--- config.mk ---
export PLATFORM = sky130hd
export DESIGN_NAME = rexc_selector
export DESIGN_NICKNAME = d
export VERILOG_FILES = /design/src/rexc_pkg.sv /design/src/rexc_timer.sv /design/src/rexc_selector.sv
export SDC_FILE = /design/constraint.sdc
export NUM_CORES = 1
export LEC_CHECK = 0
export ABC_AREA = 0
export BUFFER_PORTS_ARGS = -buffer_cell sky130_fd_sc_hd__clkbuf_2
export CAP_MARGIN = 20
export CORE_ASPECT_RATIO = 2
export CORE_UTILIZATION = 40
export CTS_CLUSTER_DIAMETER = 80
export DETAILED_ROUTE_END_ITERATION = 16
export PLACE_DENSITY = 0.63
export SLEW_MARGIN = 10
export SYNTH_ARGS = -nofsm -noshare
export SYNTH_HDL_FRONTEND = slang
export SYNTH_SLANG_ARGS = --single-unit
--- constraint.sdc ---
create_clock -name core_clk_i -period 4.27 [get_ports core_clk_i]
set_input_delay 0.427 -clock core_clk_i [delete_from_list [all_inputs] [get_ports core_clk_i]]
set_output_delay 0.427 -clock core_clk_i [all_outputs]
set_load 0.02 [all_outputs]
--- src/rexc_pkg.sv ---
// Constants and types for the redundant exciter changeover selector.
// Assumes a single 25 MHz system clock and a synchronous active-high reset.
// Functional notes
// - Fault on the primary while serving moves service to the standby unit.
// - Jumper selects fault source: exciter health output or RF detect at relay.
// - Changeover order: power off, move RF relay, move modulation, power on.
// - Output interlock is held active for the whole switching sequence.
// - Automatic mode starts a five-minute timer on standby, then retries primary.
// - A successful retry stays on the primary with normal supervision.
// - A failed retry returns to standby permanently and latches primary faulty.
// - Manual mode retries only after manual reset or power-up.
// - Status outputs continuously show active unit, state and fault flags.
// - Remote reset input acts exactly as the local reset input.
// - Default and idle outputs leave the primary powered, routed and enabled.
package rexc_pkg;

  localparam int unsigned CLK_HZ          = 25_000_000;
  localparam int unsigned RETRY_TIME_S    = 300;
  // Five minutes at 25 MHz does not fit in 32 bits
  localparam longint unsigned RETRY_CYCLES = 64'(RETRY_TIME_S) * CLK_HZ;
  localparam int unsigned STEP_TIME_US    = 2_000;
  localparam int unsigned STEP_CYCLES     = STEP_TIME_US * (CLK_HZ / 1_000_000);
  localparam int unsigned SETTLE_TIME_MS  = 1_000;
  localparam int unsigned SETTLE_CYCLES   = SETTLE_TIME_MS * (CLK_HZ / 1_000);
  localparam int unsigned CNT_W           = 34;

  // Sequence states, Gray-coded along the path from SERVE through PWRON to SETTLE
  typedef enum logic [3:0] {
    REXC_ST_SERVE  = 4'h0,
    REXC_ST_PWROFF = 4'h1,
    REXC_ST_RELAY  = 4'h3,
    REXC_ST_MOD    = 4'h2,
    REXC_ST_PWRON  = 4'h6,
    REXC_ST_SETTLE = 4'h7,
    REXC_ST_WAIT   = 4'h5
  } rexc_state_e;

endpackage

--- src/rexc_timer.sv ---
// Down-counting delay timer used for step, settle and retry intervals.
// Assumes the load pulse and the count are synchronous to core_clk_i.
`timescale 1ns/100ps
module rexc_timer #(
  parameter int unsigned W = 34
) (
  // Clock and reset
  input  wire logic         core_clk_i,
  input  wire logic         reset_i,
  // Control
  input  wire logic         load_i,
  input  wire logic [W-1:0] value_i,
  // Status
  output logic              done_o
);

  logic [W-1:0] count_reg;

  always_ff @(posedge core_clk_i) begin
    if (reset_i) begin
      count_reg <= '0;
    end else if (load_i) begin
      count_reg <= value_i;
    end else if (count_reg != '0) begin
      count_reg <= count_reg - 1'b1;
    end
  end

  always_ff @(posedge core_clk_i) begin
    if (reset_i || load_i) begin
      done_o <= 1'b0;
    end else begin
      done_o <= (count_reg == {{(W-1){1'b0}}, 1'b1});
    end
  end

endmodule

--- src/rexc_selector.sv ---
// Changeover sequencer for a one-plus-one primary and standby exciter pair.
// Assumes all inputs synchronous to core_clk_i; jumper and mode are static levels.
`timescale 1ns/100ps
module rexc_selector
  import rexc_pkg::*;
#(
  parameter longint unsigned RETRY_CNT = rexc_pkg::RETRY_CYCLES,
  parameter int unsigned STEP_CNT   = rexc_pkg::STEP_CYCLES,
  parameter int unsigned SETTLE_CNT = rexc_pkg::SETTLE_CYCLES
) (
  // Clock and resets
  input  wire logic core_clk_i,
  input  wire logic reset_i,
  input  wire logic remote_reset_i,
  // Configuration
  input  wire logic fault_src_rf_i,
  input  wire logic auto_mode_i,
  // Fault sources
  input  wire logic pri_health_i,
  input  wire logic sby_health_i,
  input  wire logic pri_rf_det_i,
  input  wire logic sby_rf_det_i,
  // Exciter and relay controls
  output logic      pri_power_off_o,
  output logic      sby_power_on_o,
  output logic      relay_sby_o,
  output logic      mod_sby_o,
  output logic      interlock_o,
  // Status
  output logic      on_standby_o,
  output logic      pri_faulty_o,
  output logic      sby_fault_o,
  output logic      busy_o,
  output logic      retry_wait_o
);

  import rexc_pkg::*;

  ////////////////////////////////////////////////////////////////////////////

  rexc_state_e state_reg;
  logic        to_sby_reg;
  logic        retried_reg;
  logic        faulty_reg;
  logic        tmr_load;
  logic [CNT_W-1:0] tmr_value;
  logic        tmr_done;
  logic        rst;
  logic        pri_ok;
  logic        sby_ok;
  logic        settle_fail;

  assign rst = reset_i | remote_reset_i;

  // Fault source selected by jumper; levels used directly
  assign pri_ok = fault_src_rf_i ? pri_rf_det_i : pri_health_i;
  assign sby_ok = fault_src_rf_i ? sby_rf_det_i : sby_health_i;

  // Primary RF is still muted in the first settle cycle; judge it once unmuted
  assign settle_fail = (state_reg == REXC_ST_SETTLE) && !interlock_o && !pri_ok;

  ////////////////////////////////////////////////////////////////////////////
  // Timer load selection

  always_comb begin
    tmr_load  = 1'b0;
    tmr_value = CNT_W'(STEP_CNT);
    unique case (state_reg)
      REXC_ST_SERVE: begin
        tmr_load = !to_sby_reg && !pri_ok;
      end
      REXC_ST_PWROFF, REXC_ST_RELAY, REXC_ST_MOD: begin
        tmr_load = tmr_done;
      end
      REXC_ST_PWRON: begin
        tmr_load = tmr_done;
        if (to_sby_reg) begin
          tmr_value = CNT_W'(RETRY_CNT);
        end else if (retried_reg) begin
          tmr_value = CNT_W'(SETTLE_CNT);
        end
      end
      REXC_ST_SETTLE: begin
        tmr_load = settle_fail;
      end
      REXC_ST_WAIT: begin
        tmr_load = tmr_done && auto_mode_i && !faulty_reg;
      end
      default: begin
        tmr_load = 1'b0;
      end
    endcase
  end

  rexc_timer #(
    .W (CNT_W)
  ) u_timer (
    .core_clk_i (core_clk_i),
    .reset_i    (rst),
    .load_i     (tmr_load),
    .value_i    (tmr_value),
    .done_o     (tmr_done)
  );

  ////////////////////////////////////////////////////////////////////////////
  // Sequencer

  always_ff @(posedge core_clk_i) begin
    if (rst) begin
      state_reg  <= REXC_ST_SERVE;
      to_sby_reg <= 1'b0;
    end else begin
      unique case (state_reg)
        REXC_ST_SERVE: begin
          if (!to_sby_reg && !pri_ok) begin
            state_reg  <= REXC_ST_PWROFF;
            to_sby_reg <= 1'b1;
          end
        end
        REXC_ST_PWROFF: if (tmr_done) state_reg <= REXC_ST_RELAY;
        REXC_ST_RELAY:  if (tmr_done) state_reg <= REXC_ST_MOD;
        REXC_ST_MOD:    if (tmr_done) state_reg <= REXC_ST_PWRON;
        REXC_ST_PWRON: begin
          if (tmr_done) begin
            if (to_sby_reg) begin
              state_reg <= REXC_ST_WAIT;
            end else if (retried_reg) begin
              state_reg <= REXC_ST_SETTLE;
            end else begin
              state_reg <= REXC_ST_SERVE;
            end
          end
        end
        REXC_ST_SETTLE: begin
          if (settle_fail) begin
            state_reg  <= REXC_ST_PWROFF;
            to_sby_reg <= 1'b1;
          end else if (tmr_done) begin
            state_reg <= REXC_ST_SERVE;
          end
        end
        REXC_ST_WAIT: begin
          // Manual mode or latched fault: stay on standby
          if (tmr_done && auto_mode_i && !faulty_reg) begin
            state_reg  <= REXC_ST_PWROFF;
            to_sby_reg <= 1'b0;
          end
        end
        default: begin
          state_reg <= REXC_ST_SERVE;
        end
      endcase
    end
  end

  // Retry tracking and permanent primary fault flag
  always_ff @(posedge core_clk_i) begin
    if (rst) begin
      retried_reg <= 1'b0;
      faulty_reg  <= 1'b0;
    end else begin
      if (state_reg == REXC_ST_WAIT && tmr_load) begin
        retried_reg <= 1'b1;
      end else if (state_reg == REXC_ST_SETTLE && !settle_fail && tmr_done) begin
        retried_reg <= 1'b0;
      end
      if (settle_fail) begin
        faulty_reg <= 1'b1;
      end
    end
  end

  ////////////////////////////////////////////////////////////////////////////
  // Registered outputs

  always_ff @(posedge core_clk_i) begin
    if (rst) begin
      pri_power_off_o <= 1'b0;
      sby_power_on_o  <= 1'b0;
      relay_sby_o     <= 1'b0;
      mod_sby_o       <= 1'b0;
      interlock_o     <= 1'b0;
    end else begin
      unique case (state_reg)
        REXC_ST_PWROFF: begin
          interlock_o     <= 1'b1;
          pri_power_off_o <= 1'b1;
          sby_power_on_o  <= 1'b0;
        end
        REXC_ST_RELAY: begin
          interlock_o <= 1'b1;
          relay_sby_o <= to_sby_reg;
        end
        REXC_ST_MOD: begin
          interlock_o <= 1'b1;
          mod_sby_o   <= to_sby_reg;
        end
        REXC_ST_PWRON: begin
          interlock_o     <= 1'b1;
          pri_power_off_o <= to_sby_reg;
          sby_power_on_o  <= to_sby_reg;
        end
        default: begin
          interlock_o <= 1'b0;
        end
      endcase
    end
  end

  // Status for remote monitoring
  always_ff @(posedge core_clk_i) begin
    if (rst) begin
      on_standby_o <= 1'b0;
      pri_faulty_o <= 1'b0;
      sby_fault_o  <= 1'b0;
      busy_o       <= 1'b0;
      retry_wait_o <= 1'b0;
    end else begin
      on_standby_o <= to_sby_reg;
      pri_faulty_o <= faulty_reg || settle_fail;
      sby_fault_o  <= to_sby_reg && !sby_ok;
      busy_o       <= (state_reg != REXC_ST_SERVE) && (state_reg != REXC_ST_WAIT);
      retry_wait_o <= (state_reg == REXC_ST_WAIT) && auto_mode_i && !faulty_reg;
    end
  end

endmodule

==> flow_summary.toml, run 1 <==
[global_routing]
grtUsageMet2_pct = 42.8
busiest_layer = "met2"
grt_pass1_wl_um = 12900
grt_pass1_vias = 2590
track_usage_pct = 24.3
overflow = 0
grt_max_degree = 24
grt.met3_usage_pct = 4.38
antenna_found_initial = 0
use_met1_pct = 23.1

[setup_path]
cp_num_buf_inv = 0
cp.required_ps = 4430
r2r-start = "u_timer.count_reg[9]"
slowest_stage = "nor4_1"
timing.rr.end = "u_timer.count_reg[9]"
critPathKind = "reg2reg"
worstPathArrival_ps = 2880
cp.depth = 5
end_kind = "flip-flop"
slowest_delay_ps = 710
cp_top_family = "simple AND/OR/NAND/NOR gates"
path_cells = "nor4_1, and4b_1, nand4_1, o21ai_1, a211oi_1"
start_kind = "flip-flop"
rrSetupSlack_ps = 1550
reg2regPathDepth = 5
path_max_fanout = 12

[final_layout]
diodes = 0
final_core_util_pct = 46.2
nets = 354
layout_common_cells = "dfxtp_1, nor2_1, a21oi_1, nor4_1"
syn_to_final_growth_pct = 12.2
post_route_cells_drive_above_1_share_pct = 14.9
largest_register_ffs = 34
layout_commonest_cell = "dfxtp_1"

[timing]
slew_headroom_pct = 37.8
report.final.slew_viol_count = 0
post-route-period-util_pct = 63.8
setup_tns_ps = 0
finalClockSkew_ps = 5.08
fmax_ghz = 0.367
final.setup.worst_slack_ps = 1550
finalCriticalPeriod_ps = 2720
timing.hold.ws_ps = 473
hold_violations = 0
rsz0062_at_grt = "false"
tightest_slew_ps = 923
setup_viol = 0

[yosys]
ys.flop_type = "dfxtp_1"
synth_top_area_cell = "dfxtp_1"
synth_seq_area_share_pct = 37.4
synth_edf_count = 0
synth_cell_types = 54
synth_nets = 342
netlist_instances = 331
yosysWarnings = 0
syn_avg_cell_area_um2 = 8.24
netlist_area_um2 = 2730
async_flop_share_pct = 0
synth_area_leaders = "dfxtp_1, a21oi_1, nor4_1"
yosys_register_bits = 51
yosys.area.top_type_share_pct = 37.4

[detailed_routing]
ant_nets = 0
drt_iter0_markers = 180
routed_via_density = 6.16
wire_per_inst_um = 18.1
routed_wl_um = 7820
drc = 0
drt_first_pass_iters = 4
vias = 2653

[floorplan]
start_util_pct = 41.2
ioPinCount = 19
rows = 42
core_area_um2 = 6620
fp.dieW_um = 60.4
die_area_um2 = 7170
fp.dieH_um = 119

[cts]
clk_pin_slew_ps = 70
cts_buffer_depth = 2
cts_htree_levels = 2
cts_resized = 0
cts_hold_buffers = 0
cts_setup_buffers = 0
clk_latency_ps = 300
cts_buffers = 5
cts_sinks = 51
cts_tree = "yes"
clockRootBuffer = "clkbuf_16"

[min_path]
hold_end = "sby_fault_o"
holdPathStages = 3
worst_hold_path_type = "in2reg"
hp-start = "sby_health_i"

[pwr]
ir_drop_mv = 0.289
pwr-share-clk_pct = 22.5
seqPwrFrac_pct = 30.7
p_total_mw = 2.01
switchingPower_mw = 0.827
internal_power_mw = 1.19
power.leakage_nw = 1.15
power_density_nw_per_um2 = 658
power_frac_comb_pct = 46.9
switching_share_pct = 41.1

[placement]
hpwlAfterDp_um = 5880
place_congestion = 0.899
dp_slack_ps = 1570
portBuffers = 18

[job]
cap_violations = 0

[outcome]
status = "complete, no violations"
==> cells by family after synthesis <==
logic type      synth area share, %
fa+ha+maj                     0.917
buf+inv                        3.62
mux                            2.29
flops                          37.4
compound gates                 22.5
simple gates                   29.7
xor+xnor                       3.53
==> layout make-up <==
type,count,area [µm²]
clock buffers,5,125
clock inverters,2,37.5
fillers,695,3560
inverters,6,22.5
multi-input cells,255,1610
flip-flops and latches,51,1020
well taps,88,110
repair buffers,24,135
==> cells in the mapped netlist (4+ instances only) <==
cell / instances
nor4_1: 20
a21oi_1: 26
o31ai_1: 5
nand4_1: 4
nand2_1: 17
xnor2_1: 10
nand3_1: 7
o31a_1: 6
clkbuf_1: 15
nor2_1: 30
a211oi_1: 9
or4_1: 6
a31oi_1: 5
nor3_1: 11
o211ai_1: 5
a21o_1: 4
o21ai_0: 18
o22ai_1: 4
inv_1: 6
mux2i_1: 4
dfxtp_1: 51
or2_2: 6
or3_1: 10
==> worst register-to-register path: stages (launching register included) <==
cell and delay, ps:
dfxtp_1 350, nor4_1 710, and4b_1 320, nand4_1 450, o21ai_1 640, a211oi_1 110
==> power groups by stage <==
stage | combinational [mW] | clock, mW | sequential (mW)
2_1_floorplan | 0.736 | 0 | 0.596
6_report | 0.943 | 0.452 | 0.617
3_3_place_gp | 0.923 | 0 | 0.623
4_1_cts | 0.938 | 0.459 | 0.613
3_5_place_dp | 0.928 | 0 | 0.624
5_1_grt | 1.05 | 0.478 | 0.629
==> how the worst max path moves through the flow <==
stage	startpoint	end	slack, ps
global route	u_timer.count_reg[17]	u_timer.count_reg[31]	1260
global placement	u_timer.count_reg[9]	u_timer.count_reg[6]	1670
floorplan	u_timer.count_reg[0]	u_timer.count_reg[30]	1790
detailed placement	u_timer.count_reg[8]	u_timer.count_reg[9]	1570
finish	u_timer.count_reg[9]	u_timer.count_reg[9]	1550
CTS	u_timer.count_reg[8]	u_timer.count_reg[9]	1540
==> metrics by stage <==
| step | cell area (µm²) | cells |
|---|---|---|
| 6_report | 3060 | 431 |
| 5_1_grt | 3060 | 431 |
| 4_1_cts | 3060 | 431 |
| 3_5_place_dp | 2900 | 424 |
| 3_3_place_gp | 2900 | 424 |
| 2_1_floorplan | 2730 | 331 |
==> routing by layer <==
metal / vias to the layer above / part of all wire (%)
met5: - / 0
met4: 0 / 8.0
met3: 37 / 2.7
met2: 67 / 54
met1: 1275 / 35
li1: 1274 / -
No activity file was read; power rests on OpenSTA's default activity.
==> inputs of run 2 (changes only) <==
==> constraint.sdc (replaced) <==
create_clock -name core_clk_i -period 2.8 [get_ports core_clk_i]
set_input_delay 0.28 -clock core_clk_i [delete_from_list [all_inputs] [get_ports core_clk_i]]
set_output_delay 0.28 -clock core_clk_i [all_outputs]
set_load 0.02 [all_outputs]
==> run 2 against run 1 <==
Against the previous run: design area increased by 4.0%; count of clock-buffer cells in the layout increased by 1; fmax increased by 5.4%.
==> flow_summary.toml, run 2 (same netlist as run 1, synthesis figures left out) <==
[floorplan]
start_util_pct = 41.2
fp.dieH_um = 119
die_area_um2 = 7170
ioPinCount = 19
core_area_um2 = 6620
rows = 42
fp.dieW_um = 60.4

[global_routing]
grt_max_degree = 22
antenna_found_initial = 0
grt_pass1_wl_um = 13200
grt_pass1_vias = 2742
track_usage_pct = 24.9
overflow = 0

[cts]
cts_buffers = 5
clockRootBuffer = "clkbuf_16"
cts_buffer_depth = 2
clk_latency_ps = 290
cts_htree_levels = 2
cts_setup_buffers = 0
cts_tree = "yes"
cts_sinks = 51
cts_resized = 0
cts_hold_buffers = 0
clk_pin_slew_ps = 70

[setup_path]
cp-endpoint = "u_timer.count_reg[30]"
cp.required_ps = 3020
reg2regPathDepth = 7
timing.rr.end = "u_timer.count_reg[30]"
path_max_fanout = 7
r2r-start = "u_timer.count_reg[0]"
rrSetupSlack_ps = 220
slowest_delay_ps = 470
critPathKind = "reg2reg"
worstPathArrival_ps = 2810
path_cells = "inv_1, ha_1, or4b_1, or3_1, or3_4, or4_1, a21oi_1"
end_kind = "flip-flop"
crit_path_start = "u_timer.count_reg[0]"
start_kind = "flip-flop"
slowest_stage = "or4b_1"

[outcome]
status = "complete, no violations"

[detailed_routing]
wire_per_inst_um = 17.9
drc = 0
routed_wl_um = 8000
vias = 2717
drt_iter0_markers = 180
drt_first_pass_iters = 4
ant_nets = 0
routed_via_density = 6.08

[timing]
timing.hold.ws_ps = 328
hold_violations = 0
setup_tns_ps = 0
final.setup.worst_slack_ps = 217
fmax_ghz = 0.387
rsz0062_at_grt = "false"
setup_viol = 0
report.final.slew_viol_count = 0
tightest_slew_ps = 638
finalClockSkew_ps = 5.16
slew_headroom_pct = 57.3
finalCriticalPeriod_ps = 2580
post-route-period-util_pct = 92.3

[final_layout]
post_route_cells_drive_above_1_share_pct = 18.7
largest_register_ffs = 34
fin_area_um2 = 3180
seq_area_um2 = 1020
layout_commonest_cell = "dfxtp_1"
nets = 369
diodes = 0
layout_common_cells = "dfxtp_1, nor2_1, a21oi_1, buf_4, nor4_1"
layoutNonFillerInstCount = 447
fillers = 694
syn_to_final_growth_pct = 16.7
multiInputGateArea_um2 = 1610
final_core_util_pct = 48.1

[min_path]
worst_hold_path_type = "in2reg"
holdPathStages = 3

[placement]
dp_slack_ps = 294
dp.cells = 439
portBuffers = 18
placedInstanceArea_um2 = 3010
hpwlAfterDp_um = 6060
place_congestion = 0.909

[pwr]
power.leakage_nw = 1.24
p_total_mw = 3.24
ir_drop_mv = 0.428
power_density_nw_per_um2 = 1020

[job]
cap_violations = 0
-- run 2: where the power goes --
group | leakage [nW] | internal, mW | switching, mW
Sequential | 0.414 | 0.819 | 0.116
Combinational | 0.735 | 0.680 | 0.907
Clock | 0.0868 | 0.445 | 0.273
-- run 2: layout make-up --
| cell class | count | share of cell area [%] |
|---|---|---|
| clock buffers | 6 | 4.36 |
| clock inverters | 2 | 1.10 |
| inverters | 6 | 0.708 |
| multi-input cells | 255 | 50.5 |
| flip-flops and latches | 51 | 32.1 |
| well taps | 88 | 3.46 |
| repair buffers | 39 | 7.78 |
-- run 2: worst min path at each step --
stage,start,end,slack [ps]
detailed placement,mod_sby_o,mod_sby_o,480
global placement,u_timer.count_reg[23],u_timer.count_reg[23],460
finish,sby_health_i,sby_fault_o,330
floorplan,u_timer.count_reg[23],u_timer.count_reg[23],450
global route,sby_health_i,sby_fault_o,330
CTS,sby_health_i,sby_fault_o,330
-- run 2: worst max-delay path: cells and delay by family (launching register included) --
family,cells,cell delay [ps]
DFF,1,330
and+or+nand+nor,4,1720
AOI/OAI and AO/OA,1,170
adders and majority gates,1,190
buffers and inverters,1,100
-- run 2: layer usage --
| layer | track usage (%) | vias up | part of all wire, % |
|---|---|---|---|
| met5 | 0 | - | 0 |
| met4 | 21.2 | 0 | 7.5 |
| met3 | 5.36 | 36 | 3.4 |
| met2 | 42.2 | 77 | 55 |
| met1 | 23.8 | 1299 | 34 |
| li1 | - | 1305 | - |
